`config.mk`:
```
export PLATFORM = sky130hd
export DESIGN_NAME = srm_relay
export DESIGN_NICKNAME = d
export VERILOG_FILES = /design/src/inc/srm_pkg.sv /design/src/rtl/srm_relay.sv /design/src/rtl/srm_contact.sv
export SDC_FILE = /design/constraint.sdc
export NUM_CORES = 1
export LEC_CHECK = 0
export ABC_CLOCK_PERIOD_IN_PS = 4900
export BUFFER_PORTS_ARGS = -buffer_cell sky130_fd_sc_hd__buf_2
export CAP_MARGIN = 20
export CORE_MARGIN = 5
export CORE_UTILIZATION = 40
export DETAILED_ROUTE_END_ITERATION = 6
export SYNTH_ARGS = -nofsm -noshare
export SYNTH_HDL_FRONTEND = slang
export SYNTH_HIERARCHICAL = 1
export SYNTH_SLANG_ARGS = --single-unit
```
`constraint.sdc`:
```
create_clock -name CLK -period 4.9 [get_ports CLK]
set_clock_uncertainty 0.15 [all_clocks]
set_input_delay 0.245 -clock CLK [delete_from_list [all_inputs] [get_ports CLK]]
set_output_delay 0.245 -clock CLK [all_outputs]
set_load 0.03 [all_outputs]
```
`src/inc/srm_pkg.sv`:
```
// srm_pkg: register map, mode codes and widths for the status relay logic
// assumes a 32-bit avalon-mm slave with word addressing in bytes
package srm_pkg;

  localparam int DATA_W = 32;
  localparam int ADDR_W = 6;
  localparam int VAL_W = 16;
  localparam int NUM_CTRL = 8;
  localparam int NUM_INPUT = 4;
  localparam int SEL_W = 2;

  // contact modes
  localparam logic [3:0] MODE_DISABLED = 4'h0;
  localparam logic [3:0] MODE_STARTED = 4'h1;
  localparam logic [3:0] MODE_HIGH_TEMP = 4'h2;
  localparam logic [3:0] MODE_NO_ALERT = 4'h3;
  localparam logic [3:0] MODE_APP_PROC = 4'h4;
  localparam logic [3:0] MODE_CTRL_PROC = 4'h5;
  localparam logic [3:0] MODE_TEMP_TRIP = 4'h6;
  localparam logic [3:0] MODE_INPUT_TRIP = 4'h7;
  localparam logic [3:0] MODE_PURGE = 4'h8;

  // byte offsets
  localparam logic [ADDR_W-1:0] OFF_NC_MODE = 6'h00;
  localparam logic [ADDR_W-1:0] OFF_NC_SETPOINT = 6'h04;
  localparam logic [ADDR_W-1:0] OFF_NC_DEADBAND = 6'h08;
  localparam logic [ADDR_W-1:0] OFF_NO_MODE = 6'h0c;
  localparam logic [ADDR_W-1:0] OFF_NO_SETPOINT = 6'h10;
  localparam logic [ADDR_W-1:0] OFF_NO_DEADBAND = 6'h14;
  localparam logic [ADDR_W-1:0] OFF_STATUS = 6'h18;
  localparam logic [ADDR_W-1:0] OFF_VALUE_BASE = 6'h20;

  // mode register fields: [3:0] mode, [5:4] input select
  localparam int MODE_LSB = 0;
  localparam int SEL_LSB = 4;

  // status register fields
  localparam int ST_NC_OPEN = 0;
  localparam int ST_NO_CLOSED = 1;
  localparam int ST_NC_TRIP = 2;
  localparam int ST_NO_TRIP = 3;

  localparam logic [3:0] RST_MODE = 4'h0;
  localparam logic [VAL_W-1:0] RST_VALUE = 16'h0000;
  localparam logic [DATA_W-1:0] UNMAPPED_READ = 32'h0000_0000;

endpackage : srm_pkg

```
`src/rtl/srm_relay.sv`:
```
// srm_relay: two status relay contacts with avalon-mm configuration
// assumes controller status pins are asynchronous to CLK
//
// Decided for this implementation: register access over Avalon-MM and the placing of the registers.
`timescale 1ns/10ps
`default_nettype none
module srm_relay #(
  parameter int NUM_CTRL = srm_pkg::NUM_CTRL,
  parameter int NUM_INPUT = srm_pkg::NUM_INPUT
) (
  // clock and reset
  input wire logic CLK,
  input wire logic RSTN,
  // avalon-mm slave
  input wire logic [srm_pkg::ADDR_W-1:0] AVS_ADDRESS,
  input wire logic AVS_READ,
  input wire logic AVS_WRITE,
  input wire logic [srm_pkg::DATA_W-1:0] AVS_WRITEDATA,
  input wire logic [3:0] AVS_BYTEENABLE,
  output logic [srm_pkg::DATA_W-1:0] AVS_READDATA,
  output logic AVS_WAITREQUEST,
  // controller status, one bit per controller
  input wire logic [NUM_CTRL-1:0] CTRL_RUNNING,
  input wire logic [NUM_CTRL-1:0] CTRL_HIGH_TEMP,
  input wire logic [NUM_CTRL-1:0] CTRL_ALERT,
  input wire logic [NUM_CTRL-1:0] CTRL_PROC,
  // directly connected controller
  input wire logic CONN_PROC,
  input wire logic CONN_PURGE,
  // contact outputs, high means energised contact state
  output logic NC_OPEN,
  output logic NO_CLOSED
);

  localparam int SYNC_W = 4 * NUM_CTRL + 2;
  localparam int VW = srm_pkg::VAL_W;

  ////////////////////////////////////////////////////////////////////////
  // state

  typedef struct packed {
    logic [SYNC_W-1:0] sync1;
    logic [SYNC_W-1:0] sync2;
    logic [3:0] nc_mode;
    logic [srm_pkg::SEL_W-1:0] nc_sel;
    logic [VW-1:0] nc_setpoint;
    logic [VW-1:0] nc_deadband;
    logic [3:0] no_mode;
    logic [srm_pkg::SEL_W-1:0] no_sel;
    logic [VW-1:0] no_setpoint;
    logic [VW-1:0] no_deadband;
    logic [NUM_INPUT-1:0][VW-1:0] value;
    logic [srm_pkg::DATA_W-1:0] rdata;
    logic ack;
  } srm_relay_s;

  srm_relay_s state;
  srm_relay_s next_state;

  logic nc_active;
  logic no_active;
  logic nc_trip;
  logic no_trip;
  logic any_running;
  logic any_high_temp;
  logic any_alert;
  logic any_proc;
  logic conn_proc;
  logic conn_purge;

  function automatic logic [VW-1:0] merge16(
    input logic [VW-1:0] old,
    input logic [srm_pkg::DATA_W-1:0] wd,
    input logic [3:0] be
  );
    logic [VW-1:0] res;
    res = old;
    if (be[0]) begin
      res[7:0] = wd[7:0];
    end
    if (be[1]) begin
      res[15:8] = wd[15:8];
    end
    return res;
  endfunction : merge16

  function automatic logic [srm_pkg::DATA_W-1:0] ext(
    input logic [VW-1:0] v
  );
    return {{(srm_pkg::DATA_W-VW){1'b0}}, v};
  endfunction : ext

  ////////////////////////////////////////////////////////////////////////
  // synchronised conditions, read only from the second stage

  assign any_running = |state.sync2[0 +: NUM_CTRL];
  assign any_high_temp = |state.sync2[NUM_CTRL +: NUM_CTRL];
  assign any_alert = |state.sync2[2*NUM_CTRL +: NUM_CTRL];
  assign any_proc = |state.sync2[3*NUM_CTRL +: NUM_CTRL];
  assign conn_proc = state.sync2[4*NUM_CTRL];
  assign conn_purge = state.sync2[4*NUM_CTRL+1];

  ////////////////////////////////////////////////////////////////////////
  // register access and next state

  always_comb begin
    logic [srm_pkg::ADDR_W-1:0] a;
    logic [srm_pkg::DATA_W-1:0] wd;
    logic hit_value;
    logic [srm_pkg::SEL_W-1:0] vidx;
    a = AVS_ADDRESS;
    wd = AVS_WRITEDATA;
    hit_value = (a >= srm_pkg::OFF_VALUE_BASE) &&
      (a < srm_pkg::OFF_VALUE_BASE + 6'(4 * NUM_INPUT));
    vidx = srm_pkg::SEL_W'((a - srm_pkg::OFF_VALUE_BASE) >> 2);
    next_state = state;
    next_state.sync1 = {CONN_PURGE, CONN_PROC, CTRL_PROC, CTRL_ALERT,
      CTRL_HIGH_TEMP, CTRL_RUNNING};
    next_state.sync2 = state.sync1;
    // one wait state: every access answers on its second edge
    next_state.ack = (AVS_READ | AVS_WRITE) & ~state.ack;
    // a write lands only on the edge that completes it
    if (AVS_WRITE && state.ack) begin
      case (a)
        srm_pkg::OFF_NC_MODE: begin
          if (AVS_BYTEENABLE[0]) begin
            next_state.nc_mode = wd[srm_pkg::MODE_LSB +: 4];
            next_state.nc_sel = wd[srm_pkg::SEL_LSB +: srm_pkg::SEL_W];
          end
        end
        srm_pkg::OFF_NC_SETPOINT: begin
          next_state.nc_setpoint = merge16(state.nc_setpoint, wd,
            AVS_BYTEENABLE);
        end
        srm_pkg::OFF_NC_DEADBAND: begin
          next_state.nc_deadband = merge16(state.nc_deadband, wd,
            AVS_BYTEENABLE);
        end
        srm_pkg::OFF_NO_MODE: begin
          if (AVS_BYTEENABLE[0]) begin
            next_state.no_mode = wd[srm_pkg::MODE_LSB +: 4];
            next_state.no_sel = wd[srm_pkg::SEL_LSB +: srm_pkg::SEL_W];
          end
        end
        srm_pkg::OFF_NO_SETPOINT: begin
          next_state.no_setpoint = merge16(state.no_setpoint, wd,
            AVS_BYTEENABLE);
        end
        srm_pkg::OFF_NO_DEADBAND: begin
          next_state.no_deadband = merge16(state.no_deadband, wd,
            AVS_BYTEENABLE);
        end
        default: begin
          // measured values arrive from the controller network by software
          if (hit_value) begin
            next_state.value[vidx] = merge16(state.value[vidx], wd,
              AVS_BYTEENABLE);
          end
        end
      endcase
    end
    if (AVS_READ && !state.ack) begin
      case (a)
        srm_pkg::OFF_NC_MODE: begin
          next_state.rdata = ext({{(VW-6){1'b0}}, state.nc_sel,
            state.nc_mode});
        end
        srm_pkg::OFF_NC_SETPOINT: begin
          next_state.rdata = ext(state.nc_setpoint);
        end
        srm_pkg::OFF_NC_DEADBAND: begin
          next_state.rdata = ext(state.nc_deadband);
        end
        srm_pkg::OFF_NO_MODE: begin
          next_state.rdata = ext({{(VW-6){1'b0}}, state.no_sel,
            state.no_mode});
        end
        srm_pkg::OFF_NO_SETPOINT: begin
          next_state.rdata = ext(state.no_setpoint);
        end
        srm_pkg::OFF_NO_DEADBAND: begin
          next_state.rdata = ext(state.no_deadband);
        end
        srm_pkg::OFF_STATUS: begin
          next_state.rdata = srm_pkg::UNMAPPED_READ;
          next_state.rdata[srm_pkg::ST_NC_OPEN] = nc_active;
          next_state.rdata[srm_pkg::ST_NO_CLOSED] = no_active;
          next_state.rdata[srm_pkg::ST_NC_TRIP] = nc_trip;
          next_state.rdata[srm_pkg::ST_NO_TRIP] = no_trip;
        end
        default: begin
          if (hit_value) begin
            next_state.rdata = ext(state.value[vidx]);
          end else begin
            next_state.rdata = srm_pkg::UNMAPPED_READ;
          end
        end
      endcase
    end
  end

  always_ff @(posedge CLK) begin
    if (!RSTN) begin
      state <= '0;
      state.nc_mode <= srm_pkg::RST_MODE;
      state.no_mode <= srm_pkg::RST_MODE;
      state.nc_setpoint <= srm_pkg::RST_VALUE;
      state.no_setpoint <= srm_pkg::RST_VALUE;
    end else begin
      state <= next_state;
    end
  end

  ////////////////////////////////////////////////////////////////////////
  // the two contacts, each with its own configuration

  srm_contact #(.VAL_W(VW)) u_nc (
    .clk(CLK),
    .rstn(RSTN),
    .mode(state.nc_mode),
    .setpoint(state.nc_setpoint),
    .deadband(state.nc_deadband),
    .any_running(any_running),
    .any_high_temp(any_high_temp),
    .any_alert(any_alert),
    .any_proc(any_proc),
    .conn_proc(conn_proc),
    .conn_purge(conn_purge),
    .temp_value(state.value[state.nc_sel]),
    .input_value(state.value[state.nc_sel]),
    .active(nc_active),
    .tripped(nc_trip)
  );

  srm_contact #(.VAL_W(VW)) u_no (
    .clk(CLK),
    .rstn(RSTN),
    .mode(state.no_mode),
    .setpoint(state.no_setpoint),
    .deadband(state.no_deadband),
    .any_running(any_running),
    .any_high_temp(any_high_temp),
    .any_alert(any_alert),
    .any_proc(any_proc),
    .conn_proc(conn_proc),
    .conn_purge(conn_purge),
    .temp_value(state.value[state.no_sel]),
    .input_value(state.value[state.no_sel]),
    .active(no_active),
    .tripped(no_trip)
  );

  // disabled rests: nc closed (not open), no open (not closed)
  assign NC_OPEN = nc_active;
  assign NO_CLOSED = no_active;
  assign AVS_READDATA = state.rdata;
  assign AVS_WAITREQUEST = (AVS_READ | AVS_WRITE) & ~state.ack;

endmodule : srm_relay
`default_nettype wire

```
`src/rtl/srm_contact.sv`:
```
// srm_contact: decision logic for one status contact
// assumes condition inputs are already synchronised to CLK
`timescale 1ns/10ps
`default_nettype none
module srm_contact #(
  parameter int VAL_W = 16
) (
  // clock and reset
  input wire logic clk,
  input wire logic rstn,
  // configuration
  input wire logic [3:0] mode,
  input wire logic [VAL_W-1:0] setpoint,
  input wire logic [VAL_W-1:0] deadband,
  // conditions
  input wire logic any_running,
  input wire logic any_high_temp,
  input wire logic any_alert,
  input wire logic any_proc,
  input wire logic conn_proc,
  input wire logic conn_purge,
  input wire logic [VAL_W-1:0] temp_value,
  input wire logic [VAL_W-1:0] input_value,
  // result
  output logic active,
  output logic tripped
);

  typedef struct packed {
    logic active;
    logic tripped;
  } srm_contact_s;

  srm_contact_s state;
  srm_contact_s next_state;

  function automatic logic trip_eval(
    input logic was,
    input logic [VAL_W-1:0] value,
    input logic [VAL_W-1:0] sp,
    input logic [VAL_W-1:0] db
  );
    logic [VAL_W:0] low;
    logic res;
    // saturate so a deadband above the setpoint never wraps
    low = {1'b0, sp} - {1'b0, db};
    if (low[VAL_W]) begin
      low = '0;
    end
    if (value > sp) begin
      res = 1'b1;
    end else if ({1'b0, value} < low) begin
      res = 1'b0;
    end else begin
      res = was;
    end
    return res;
  endfunction : trip_eval

  always_comb begin
    next_state = state;
    // re-evaluated every cycle from the live conditions
    case (mode)
      srm_pkg::MODE_DISABLED: begin
        next_state.active = 1'b0;
        next_state.tripped = 1'b0;
      end
      srm_pkg::MODE_STARTED: begin
        next_state.active = any_running;
      end
      srm_pkg::MODE_HIGH_TEMP: begin
        next_state.active = any_high_temp;
      end
      srm_pkg::MODE_NO_ALERT: begin
        next_state.active = ~any_alert;
      end
      srm_pkg::MODE_APP_PROC: begin
        next_state.active = any_proc;
      end
      srm_pkg::MODE_CTRL_PROC: begin
        next_state.active = conn_proc;
      end
      srm_pkg::MODE_TEMP_TRIP: begin
        next_state.tripped = trip_eval(state.tripped, temp_value,
          setpoint, deadband);
        next_state.active = next_state.tripped;
      end
      srm_pkg::MODE_INPUT_TRIP: begin
        next_state.tripped = trip_eval(state.tripped, input_value,
          setpoint, deadband);
        next_state.active = next_state.tripped;
      end
      srm_pkg::MODE_PURGE: begin
        next_state.active = conn_purge;
      end
      default: begin
        // unknown codes rest like disabled, the safe state
        next_state.active = 1'b0;
        next_state.tripped = 1'b0;
      end
    endcase
    if (mode != srm_pkg::MODE_TEMP_TRIP &&
        mode != srm_pkg::MODE_INPUT_TRIP) begin
      next_state.tripped = 1'b0;
    end
  end

  always_ff @(posedge clk) begin
    if (!rstn) begin
      state <= '0;
    end else begin
      state <= next_state;
    end
  end

  assign active = state.active;
  assign tripped = state.tripped;

endmodule : srm_contact
`default_nettype wire

```
==> results.ini <==
[outcome]
status=complete, no violations

[cts]
cts_inserted_buffers=24
htree_levels=1
cts_buffer_depth=3
clk_latency_ns=0.53
cts_tree=done
postCtsSetupRepairBufs=0
clk_pin_slew_ns=0.06
clkSinkCount=229
cts_root_buf=clkbuf_16

[floorplan]
core_um2=36500
rows=70
start_util=0.404
dieWidth_um=202
die_h_um=202
boundaryPins=115
die_area_um2=40800

[synthesis]
ys_ff_latch=229
syn_area_um2=14700
async_reset_ff_frac=0
ys_seq_area_frac=0.311
synth_top_area_cell=dfxtp_1
yosysUniqueCellTypes=81
synth.avg_cell_area_um2=9.07
ys.warnings.count=6
yosys.area.top_type_share=0.311
synthMostInstantiatedCell=dfxtp_1
netlist_instances=1626
synth_edf_count=0
synth_ff_type=dfxtp_1
synthTopCellsByCount=dfxtp_1, ha_1, a21oi_1
synthTopCellsByArea=dfxtp_1, ha_1, mux2i_1

[timing]
worst_slew_margin_rel=0.270
fmax_mhz=218
final.period_utilization=0.936
drv_slew=0
hold_viol_final=0
fin_crit_ns=4.59
setup_viol=0
timing.setup.tns_ns=0
rsz0062_at_grt=false
tightest_slew_ns=1.09
hold_ws_ns=0.0549

[global_route]
grt_overflow_total=0
grt_start_max_net_pins=122
grt_pass1_vias=12059
antenna_found_initial=4
grt_pass1_wl_um=68300
grt_util_all_layers=0.208

[power]
cellPowerDensity_nw_per_um2=249
p_leak_nw=6.70
irDropWorstVdd_uv=230

[worst_setup_path]
start_kind=flip-flop
r2r_setup_slack_ns=0.31
crit_type=flip-flop to flip-flop
critPathArrivalTime_ns=4.87
critPathCaptureType=flip-flop
worstSetupStartpoint=state[151]
endpoint=u_nc/active
timing.rr.start=state[151]
worst-endpoint-required_ns=5.18
critPathMaxFanout=5
worst_r2r_path_depth=18
reg2reg_to=u_nc/active

[run]
drv_cap=0

[route]
drc_errors=0
wl_met3_um=3290
first_pass_iters=6
routedWlPerCell_um=20.1
drt_iter0_drc=1077
met2_wirelength_um=19500
vias=12593
wl_met1_um=19300
routed.top_layer=met5
routed_wl_um=44100
drt.antenna.violating_nets=0
via_per_inst=5.73

[placed_design]
gp_congestion=0.906
dp_hpwl_um=33100
dp.cells=2099
io_buffers=80

[layout]
syn_to_final_growth_pct=13.6
final_cells=2198
drive_gt1_frac=0.121
fin_nets=1949

[worst_hold_path]
hp-class=primary input to flip-flop

-- worst min path at each step --
stage / start / to / slack [ns] / cells after the start
floorplan: CTRL_RUNNING[0] / next_state[173] / 0.22 / 1
global placement: next_state[189] / state[189] / 0.27 / 1
detailed placement: next_state[189] / state[189] / 0.27 / 1
CTS: AVS_WRITE / state[0] / 0.03 / 4
global route: AVS_WRITE / state[0] / 0.07 / 4
finish: AVS_WRITE / state[0] / 0.05 / 4
-- timing repair --
action,in CTS,in global routing
resized for setup,0,2
setup endpoints to repair,0,2
hold buffers,53,0
hold endpoints to repair,107,0
-- worst max-delay path: stages, from the launching register on --
cell and delay, ns:
dfxtp_1 0.41, inv_1 0.06, ha_1 0.22, fa_1 0.42, nor2b_1 0.20, o31ai_2 0.14, a21boi_0 0.25, o21ai_0 0.11
nand2b_1 0.16, nor4_1 0.07, o31ai_1 0.38, ha_1 0.32, a21o_1 0.18, nand3_1 0.07, a21oi_1 0.06, a2111oi_1 0.48
o21ai_0 0.17, o32a_1 0.43, a31o_1 0.20
-- cell families (layout without fill, tap and decap cells) --
| family | count (synthesis) | after routing | synth area share |
|---|---|---|---|
| flops | 229 | 229 | 0.311 |
| xor+xnor | 22 | 22 | 0.0131 |
| simple gates | 462 | 462 | 0.175 |
| fa+ha+maj | 158 | 158 | 0.135 |
| compound gates | 431 | 431 | 0.184 |
| mux | 133 | 133 | 0.123 |
| buf+inv | 190 | 278 | 0.0588 |
| other cells | 1 | 17 | 0.000254 |
-- placed cells by master (no fill, tap or decap), types with 29 or more instances in the layout --
master,instances
nand2_1,94
o21ai_0,100
dfxtp_1,229
a21oi_1,133
and2_1,85
a31oi_1,29
nor2b_1,76
mux4_2,38
mux2i_1,94
nand4_1,33
nor2_1,46
dlygate4sd3_1,53
ha_1,156
inv_1,76
nand3_1,38
buf_2,79
-- power by group --
group,switching [mW],internal [mW],total [mW]
clock network,0.760,1.10,1.86
logic,0.237,0.156,0.392
registers,0.0188,1.90,1.92
-- area by class of cell --
cell class,instances,area (um2)
clock buffer,35,702
multi-input combinational,1222,9360
clock inverter,9,111
fill,3559,19800
inverter,78,293
timing repair buffer,156,1110
tap,468,586
sequential,229,4580
antenna,1,2.50
-- layer usage --
metal,vias up,GRT usage
met1,5910,0.280
met2,494,0.335
met3,111,0.0343
met5,-,0
met4,4,0.0833
li1,6074,-
-- sequential cells by signal (all words and copies together) (netlist names) --
register / count
u_nc/tripped: 1
u_no/active: 1
u_nc/active: 1
conn_proc: 1
state: 173
u_no/tripped: 1
AVS_READDATA: 16
conn_purge: 1
next_state: 34
-- metrics by stage --
stage	utilization	cell area (um2)	power (mW)	setup WS [ns]
2_1_floorplan	-	14800	2.22	0.896
3_3_place_gp	0.421	15400	2.31	0.282
3_5_place_dp	0.421	15400	2.32	0.0987
4_1_cts	0.458	16700	4.20	0.103
5_1_grt	0.459	16700	4.33	0.0314
6_report	0.459	16700	4.18	0.313
(Power assumes the default switching activity.)
